$ cat config.mk
export PLATFORM = sky130hd
export DESIGN_NAME = fpu_error_signaling
export DESIGN_NICKNAME = d
export VERILOG_FILES = /design/src/verilog/fpu_err_pkg.sv /design/src/verilog/bit_sync.sv /design/src/verilog/img_planner.sv /design/src/verilog/fpu_error_signaling.sv
export SDC_FILE = /design/constraint.sdc
export NUM_CORES = 1
export LEC_CHECK = 0
export ABC_CLOCK_PERIOD_IN_PS = 2350
export BUFFER_PORTS_ARGS = -buffer_cell sky130_fd_sc_hd__buf_2
export CAP_MARGIN = 20
export CORE_ASPECT_RATIO = 0.75
export CORE_MARGIN = 3
export CORE_UTILIZATION = 30
export CTS_CLUSTER_SIZE = 28
export DETAILED_ROUTE_END_ITERATION = 16
export GPL_ROUTABILITY_DRIVEN = 0
export GPL_TIMING_DRIVEN = 0
export REMOVE_ABC_BUFFERS = 1
export SETUP_SLACK_MARGIN = 0.3
export SLEW_MARGIN = 20
export SYNTH_ARGS = -nofsm -noshare
export SYNTH_HDL_FRONTEND = slang
export SYNTH_HIERARCHICAL = 1
export SYNTH_SLANG_ARGS = --single-unit
$ cat constraint.sdc
create_clock -name sys_clk -period 2.35 [get_ports sys_clk]
set_clock_uncertainty 0.05 [all_clocks]
set_input_delay 0.3525 -clock sys_clk [delete_from_list [all_inputs] [get_ports sys_clk]]
set_output_delay 0.3525 -clock sys_clk [all_outputs]
set_load 0.02 [all_outputs]
$ cat src/verilog/fpu_err_pkg.sv
// Purpose: shared constants, enumerations and carrier structs of the float error unit
// Assumes: 100 MHz sys_clk, one clock domain
// Notes:   image sizes are byte counts handed to the load/store side
package fpu_err_pkg;

    // clock and timing
    localparam int          CLK_PERIOD_NS  = 10;                  // sys_clk period
    localparam int          FLOAT_ERROR_OUT_N_PULSE_NS  = 50;                  // least width of the save pulse
    localparam logic [3:0]  FLOAT_ERROR_OUT_N_PULSE_CYC =
        4'((FLOAT_ERROR_OUT_N_PULSE_NS + CLK_PERIOD_NS - 1) / CLK_PERIOD_NS);  // rounded up

    // memory image sizes in bytes
    localparam logic [9:0]  IMG_LEGACY16_BYTES = 10'h05e;         // 94 bytes, 16-bit mode
    localparam logic [9:0]  IMG_LEGACY32_BYTES = 10'h06c;         // 108 bytes, 32-bit mode
    localparam logic [9:0]  IMG_EXT_BYTES      = 10'h200;         // 512 bytes
    localparam logic [3:0]  EXT_ALIGN_MASK     = 4'hf;            // 16-byte boundary

    // vectors
    localparam logic [7:0]  VEC_NUMERIC   = 8'h10;                // numeric error, 16
    localparam logic [7:0]  VEC_DNA_DEF   = 8'h07;                // device not available
    localparam logic [7:0]  VEC_ALIGN_DEF = 8'h0d;                // misaligned image fault

    // reset values
    localparam logic        PEND_RESET  = 1'b0;                   // nothing pending
    localparam logic        FLOAT_ERROR_OUT_N_N_RESET = 1'b1;                  // error pin idle high

    // instruction classes seen by the unit
    typedef enum logic [2:0] {
        K_FP_WAIT   = 3'h0,                                       // arithmetic or wait
        K_NOWAIT    = 3'h1,                                       // other no-wait control op
        K_LSAVE_W   = 3'h2,                                       // legacy_wait_save
        K_LSAVE_NW  = 3'h3,                                       // legacy_nowait_save
        K_LRESTORE  = 3'h4,                                       // legacy_restore
        K_XSAVE     = 3'h5,                                       // extended_save
        K_XRESTORE  = 3'h6                                        // extended_restore
    } instr_kind_t;

    typedef enum logic [2:0] {
        OUT_DONE     = 3'h0,                                      // executed
        OUT_DNA      = 3'h1,                                      // device_not_available_fault
        OUT_ALIGN    = 3'h2,                                      // misaligned extended image
        OUT_VEC16    = 3'h3,                                      // internal numeric vector
        OUT_EXTERNAL = 3'h4                                       // frozen, external irq path
    } outcome_t;

    typedef enum logic [1:0] {
        ST_IDLE   = 2'b01,                                        // accepting instructions
        ST_FROZEN = 2'b10                                         // waiting for external irq
    } ctl_state_t;

    typedef struct packed {
        logic        valid;                                       // one-cycle issue strobe
        instr_kind_t kind;                                        // instruction class
        logic        mode32;                                      // 32-bit operand mode
        logic [31:0] base;                                        // image base address
    } issue_t;

    typedef struct packed {
        logic        done;                                        // one-cycle answer strobe
        outcome_t    outcome;                                     // what happened
        logic [7:0]  vector;                                      // vector when faulting
    } resp_t;

    typedef struct packed {
        logic        valid;                                       // one-cycle transfer strobe
        logic        write;                                       // save when high
        logic        ext_format;                                  // extended layout when high
        logic [31:0] base;                                        // image base
        logic [9:0]  bytes;                                       // image length
    } xfer_t;

    // extended image classes
    function automatic logic is_ext(input instr_kind_t k);
        return (k == K_XSAVE) || (k == K_XRESTORE);
    endfunction : is_ext

    // no-wait forms never wait on pending errors
    function automatic logic is_nowait(input instr_kind_t k);
        return (k == K_NOWAIT) || (k == K_LSAVE_NW);
    endfunction : is_nowait

endpackage : fpu_err_pkg

$ cat src/verilog/bit_sync.sv
// Purpose: two flip-flop synchroniser, also used for reset release
// Assumes: d may change at any time relative to clk
// Notes:   first stage feeds only the second stage
`timescale 1ns/1ps
module bit_sync #(
    parameter logic INIT = 1'b0                                   // value held under reset
) (
    input  wire logic clk,                                        // sampling clock
    input  wire logic rst_n,                                      // async reset, low active
    input  wire logic d,                                          // asynchronous input
    output logic      q                                           // synchronised copy
);
    typedef struct packed {
        logic meta;                                               // first stage
        logic out;                                                // second stage
    } sync_state_t;

    sync_state_t st;                                              // registered state
    sync_state_t next_st;                                         // next state

    // shift one stage per edge
    always_comb begin
        next_st.meta = d;
        next_st.out  = st.meta;
    end

    // constant reset only
    always_ff @(posedge clk or negedge rst_n) begin
        if (!rst_n) begin
            st <= {INIT, INIT};
        end else begin
            st <= next_st;
        end
    end

    assign q = st.out;
endmodule : bit_sync

$ cat src/verilog/img_planner.sv
// Purpose: size, layout and alignment check of a state image
// Assumes: kind is valid only when the issue strobe is high
// Notes:   purely combinational, no state
`timescale 1ns/1ps
module img_planner
    import fpu_err_pkg::*;
(
    input  instr_kind_t kind,                                     // instruction class
    input  wire logic   mode32,                                   // operand size mode
    input  wire [31:0]  base,                                     // image base
    output logic [9:0]  bytes,                                    // image length
    output logic        ext_format,                               // extended layout
    output logic        align_ok,                                 // base usable
    output logic        mem_op                                    // touches memory
);
    // legacy images depend on mode, extended ones are fixed
    always_comb begin
        ext_format = is_ext(kind);
        mem_op     = (kind != K_FP_WAIT) && (kind != K_NOWAIT);
        if (ext_format) begin
            bytes    = IMG_EXT_BYTES;
            align_ok = (base[3:0] & EXT_ALIGN_MASK) == 4'h0;
        end else begin
            bytes    = mode32 ? IMG_LEGACY32_BYTES : IMG_LEGACY16_BYTES;
            align_ok = 1'b1;                                      // legacy has no check here
        end
    end
endmodule : img_planner

$ cat src/verilog/fpu_error_signaling.sv
// Purpose: records numeric errors, delivers them and plans state images
// Assumes: core issues one instruction at a time and waits for resp.done
// Notes:   software clears a pending error only through save or restore
`timescale 1ns/1ps
module fpu_error_signaling
    import fpu_err_pkg::*;
#(
    parameter logic [7:0] VEC_DNA   = VEC_DNA_DEF,                // fault vector, dna
    parameter logic [7:0] VEC_ALIGN = VEC_ALIGN_DEF               // fault vector, alignment
) (
    input  wire logic   sys_clk,                                  // 100 MHz clock
    input  wire logic   rstn,                                     // async reset, low active
    input  issue_t      instr,                                    // instruction issue
    input  wire logic   native_error_mode,                        // control_reg_zero bit
    input  wire logic   dev_na,                                   // unit not available
    input  wire logic   exc_event,                                // unmasked error recorded
    input  wire logic   image_pend,                               // restored image has error
    input  wire logic   coproc_error_n,                           // coprocessor error pin
    input  wire logic   ext_intr_taken,                           // core took external irq
    output resp_t       resp,                                     // instruction answer
    output xfer_t       xfer,                                     // image transfer request
    output logic        reinit,                                   // clear the unit, pulse
    output logic        exc_pending,                              // error pending, level
    output logic        float_error_out_n,                        // error pin, low active
    output logic        frozen                                    // held for external irq
);
    typedef struct packed {
        ctl_state_t state;                                        // control state
        logic       pending;                                      // internal error record
        logic [3:0] pulse;                                        // save pulse counter
        resp_t      resp;                                         // registered answer
        xfer_t      xfer;                                         // registered transfer
        logic       reinit;                                       // registered reinit
        logic       float_error_out_n_n;                                       // registered pin level
    } unit_state_t;

    unit_state_t st;                                              // registered state
    unit_state_t next_st;                                         // next state
    logic        rst_n;                                           // released reset
    logic        coproc_sync_n;                                   // synchronised pin
    logic [9:0]  plan_bytes;                                      // image length
    logic        plan_ext;                                        // extended layout
    logic        plan_align_ok;                                   // base aligned
    logic        plan_mem;                                        // memory operation
    logic        take;                                            // instruction accepted
    logic        pend_src;                                        // error seen by wait ops

    // reset release through two stages
    bit_sync #(.INIT(1'b0)) u_rst_sync (
        .clk   (sys_clk),
        .rst_n (rstn),
        .d     (1'b1),
        .q     (rst_n)
    );

    // coprocessor pin comes from another chip
    bit_sync #(.INIT(1'b1)) u_err_sync (
        .clk   (sys_clk),
        .rst_n (rst_n),
        .d     (coproc_error_n),
        .q     (coproc_sync_n)
    );

    img_planner u_plan (
        .kind       (instr.kind),
        .mode32     (instr.mode32),
        .base       (instr.base),
        .bytes      (plan_bytes),
        .ext_format (plan_ext),
        .align_ok   (plan_align_ok),
        .mem_op     (plan_mem)
    );

    // valid while frozen is dropped, so the core must wait for resp.done
    assign take = instr.valid && (st.state == ST_IDLE);

    // native mode looks only at the internal record, so no pin delay can
    // make a stale error land after execution moved on
    assign pend_src = st.pending || (!native_error_mode && !coproc_sync_n);

    // instruction decision and error bookkeeping
    always_comb begin
        next_st             = st;
        next_st.resp.done   = 1'b0;
        next_st.xfer.valid  = 1'b0;
        next_st.reinit      = 1'b0;
        if (st.pulse != 4'h0) begin
            next_st.pulse = st.pulse - 4'h1;                      // pulse runs down
        end
        case (st.state)
            ST_IDLE: begin
                if (take) begin
                    next_st.resp.done   = 1'b1;
                    next_st.resp.vector = 8'h00;
                    if (dev_na) begin
                        // dna wins so the error is handled in its own context
                        next_st.resp.outcome = OUT_DNA;
                        next_st.resp.vector  = VEC_DNA;
                    end else if (plan_ext && !plan_align_ok) begin
                        // faulted before any access, state untouched
                        next_st.resp.outcome = OUT_ALIGN;
                        next_st.resp.vector  = VEC_ALIGN;
                    end else if (!is_nowait(instr.kind) && pend_src) begin
                        // blocked op: the mode decides who delivers
                        if (native_error_mode) begin
                            next_st.resp.outcome = OUT_VEC16;
                            next_st.resp.vector  = VEC_NUMERIC;
                        end else begin
                            // compat: pin and controller deliver, hold the op
                            next_st.resp.outcome = OUT_EXTERNAL;
                            next_st.resp.vector  = VEC_NUMERIC;
                            next_st.state        = ST_FROZEN;
                        end
                    end else begin
                        // executes; plain no-wait ops leave pending as is, legacy saves clear it
                        next_st.resp.outcome = OUT_DONE;
                        next_st.xfer.valid   = plan_mem;
                        next_st.xfer.write   = (instr.kind == K_LSAVE_W) ||
                                               (instr.kind == K_LSAVE_NW) ||
                                               (instr.kind == K_XSAVE);
                        next_st.xfer.ext_format = plan_ext;
                        next_st.xfer.base    = instr.base;
                        next_st.xfer.bytes   = plan_bytes;
                        // side effects of an executed op
                        case (instr.kind)
                            K_LSAVE_W, K_LSAVE_NW: begin
                                next_st.reinit  = 1'b1;
                                next_st.pending = 1'b0;
                                if ((instr.kind == K_LSAVE_NW) && pend_src &&
                                    !native_error_mode) begin
                                    next_st.pulse = FLOAT_ERROR_OUT_N_PULSE_CYC;
                                end
                            end
                            K_LRESTORE, K_XRESTORE: begin
                                next_st.pending = image_pend;
                            end
                            default: begin
                                // extended save and plain ops keep live state
                                next_st.pending = st.pending;
                            end
                        endcase
                    end
                end
            end
            ST_FROZEN: begin
                if (ext_intr_taken) begin
                    next_st.state = ST_IDLE;                      // handler entered
                end
            end
            default: begin
                next_st.state = ST_IDLE;                          // illegal code recovery
            end
        endcase
        // a new error in the clearing cycle still wins
        if (exc_event) begin
            next_st.pending = 1'b1;
        end
        // pin follows the record in either mode, plus the save pulse
        next_st.float_error_out_n_n = !(next_st.pending || (next_st.pulse != 4'h0));
    end

    // single state register
    always_ff @(posedge sys_clk or negedge rst_n) begin
        if (!rst_n) begin
            st         <= '0;
            st.state   <= ST_IDLE;
            st.pending <= PEND_RESET;
            st.float_error_out_n_n  <= FLOAT_ERROR_OUT_N_N_RESET;
        end else begin
            st <= next_st;
        end
    end

    // outputs come straight from the state register
    assign resp              = st.resp;
    assign xfer              = st.xfer;
    assign reinit            = st.reinit;
    assign exc_pending       = st.pending;
    assign float_error_out_n = st.float_error_out_n_n;
    assign frozen            = (st.state == ST_FROZEN);
endmodule : fpu_error_signaling

==> flow_summary.ini <==
[critical_path]
arrival_ns = 2.17
critPathLaunchType = primary input
critPathKind = primary input to flop
reg2reg_slack_ns = 0.44
end_kind = flop
cp.required_ns = 2.54
crit_fanout = 5

[synth]
syn_avg_cell_area_sq_um = 12.6
yosysWarningCount = 6
syn-instance-count = 254
synth_area_sq_um = 3190
synth-seq-cells = 66
synth_edf_count = 0
yosysSeqAreaShare_pct = 52.0
yosys.cell_types.count = 43
synth_ff_type = dfrtp_1
synthArstFlopShare_pct = 100

[cts]
clockBufferDepth = 2
h-tree-depth = 3
cts_buffers = 9
clk_transition_reported_paths_ns = 0.05
tritoncts = built
cts_root_buffer = clkbuf_16
clock-sinks = 66
clk_latency_ns = 0.33

[detailed_routing]
vias = 1921
wl_per_cell_microns = 13.6
wl_microns = 6090
drc = 0
ant_nets = 0
viasPerCell = 4.31
first_pass_iters = 3
drtIter0Drc = 34

[sta]
setup_violations = 0
worst_slack_ns = 0.364
final.min_clock_period_ns = 1.99
final.setup.tns_ns = 0
whs_ns = 0.0797
rsz0062_at_grt = yes
report.final.slew_viol_count = 0
fin_crit_sh_pct = 84.5
max_freq_ghz = 0.504
hold_viol = 0

[power_and_ir_drop]
total_power_mw = 3.87
ir_drop_mv = 0.376
power.density_nw_per_um2 = 1020
static-leakage-power_nw = 1.80

[cells_and_area]
fin_nets = 355
antennaDiodeCount = 0
drive_above_1_share_pct = 58.0
nFillCells = 976
area_delta_synth_final_pct = 18.9

[grt]
grt_pass1_vias = 2021
grt_pass1_wl_microns = 10000
grt_usage_pct = 10.9
grt_max_degree = 52
grt_overflow = 0
antenna_found_initial = 0

[floorplanning]
ioPinCount = 106
die_area_sq_um = 11900
row_count = 31
die-height_microns = 95.3
initial_core_util_pct = 31.9
fp.dieW_microns = 125
core_area_sq_um = 10000

[status]
status = complete, no violations

[run]
cap_violations = 0

[place]
io_buffer_count = 102
dp_hpwl_microns = 4590
pre_cts_ws_ns = -0.197

[min_path]
hold_path_class = primary input to flop
==> sequential cells by signal, summed over array words and instances (netlist names) <==
name,cells
reinit,1
float_error_out_n,1
resp,8
xfer,45
exc_pending,1
u_rst_sync/next_st,1
u_rst_sync/q,1
st,6
u_err_sync/q,1
u_err_sync/next_st,1
==> cell usage in the layout (no fill, tap or decap), types with 2 or more instances in the layout <==
cell         n
clkbuf_16    9
inv_1        5
a31oi_1      2
dfstp_2      4
conb_1       7
nand2b_1     5
buf_6        2
mux2_2      41
nand2_1      7
buf_2      102
and2_1       2
nand3b_1     2
clkbuf_1     2
mux2_1       2
nor3_1       3
clkbuf_8     2
dfrtp_1     61
clkinv_2     2
o21ai_0      3
or2_2        3
o21a_1       2
nor2_1       8
a21oi_1      4
nor2b_1      4
==> metal layers <==
layer	share of wire [%]	global-route usage [%]	vias up
met4	1.5	4.06	0
met2	46	17.2	70
li1	-	-	903
met1	45	13.1	938
met3	8.1	4.98	10
met5	0	0	-
==> cell usage after synthesis (2+ instances only) <==
| master | instances | area [sq um] |
|---|---|---|
| a21oi_1 | 4 | 20.0 |
| a31oi_1 | 2 | 12.5 |
| and2_1 | 2 | 12.5 |
| buf_2 | 4 | 20.0 |
| buf_4 | 64 | 480 |
| conb_1 | 3 | 11.3 |
| dfrtp_1 | 62 | 1550 |
| dfstp_2 | 4 | 105 |
| inv_1 | 5 | 18.8 |
| mux2_1 | 2 | 22.5 |
| mux2_2 | 41 | 462 |
| nand2_1 | 7 | 26.3 |
| nand2b_1 | 5 | 31.3 |
| nand3b_1 | 2 | 15.0 |
| nor2_1 | 8 | 30.0 |
| nor2b_1 | 5 | 31.3 |
| nor3_1 | 3 | 15.0 |
| o21a_1 | 2 | 15.0 |
| o21ai_0 | 3 | 15.0 |
| or2_2 | 3 | 18.8 |
==> path summary, 6_finish.rpt <==
path                       depth (start not counted)                    end           start
setup / recovery                                   7      float_error_out_n        instr[1]
hold / removal                                     1  u_err_sync/next_st[0]  coproc_error_n
setup reg to reg                                   4                 st[65]          st[64]
hold reg to reg                                    0               xfer[12]    u_rst_sync/q
max in group asynchronous                          1      float_error_out_n    u_rst_sync/q
min in group asynchronous                          0               xfer[12]    u_rst_sync/q
==> stage by stage <==
step                      instance area (sq um)  std cells  util, %
after global placement                     3380        424     33.8
after CTS                                  3780        446     37.8
after detailed placement                   3450        428     34.4
final                                      3790        446     37.9
after global routing                       3790        446     37.9
after floorplan                            2700        190        -
==> what timing repair did <==
| action | CTS | global route |
|---|---|---|
| endpoints found under the setup margin | 21 | 31 |
| setup buffers | 1 | 0 |
| hold buffers | 1 | 0 |
| gates resized for setup | 2 | 1 |
| endpoints found under the hold margin | 2 | 0 |
| pin swaps | 1 | 3 |
==> final cells by class <==
cell class	count	area (sq um)	share of cell area, %
well taps	132	165	4.36
repair buffers	108	606	16.0
multi-input cells	119	1040	27.5
clock buffers	13	260	6.86
clock inverters	3	40.0	1.06
flip-flops and latches	66	1660	43.8
inverters	5	18.8	0.495
==> worst max-delay path, stage by stage <==
cell	delay, ns
buf_2	0.11
or4_4	0.54
nand3_1	0.12
nor2b_2	0.09
a211o_4	0.35
a2111o_1	0.40
nor4b_2	0.21
==> cell families (layout without fill, tap and decap cells) <==
logic type	count (synthesis)	after routing	synth area share, %
muxes	43	43	15.2
and+or+nand+nor	45	45	9.11
adders and majority gates	1	1	0.392
AOI/OAI and AO/OA	21	21	6.16
DFF	66	66	52.0
xor gates and xnor gates	2	2	0.550
other	3	7	0.353
buffers and inverters	73	129	16.3
==> where the power goes <==
| group | switching [mW] | internal [mW] | leakage, nW |
|---|---|---|---|
| clock | 0.448 | 0.875 | 0.150 |
| sequential | 0.135 | 1.39 | 0.790 |
| combinational | 0.587 | 0.435 | 0.861 |
| total | 1.17 | 2.70 | 1.80 |
Power figures use the tool's default switching activity.
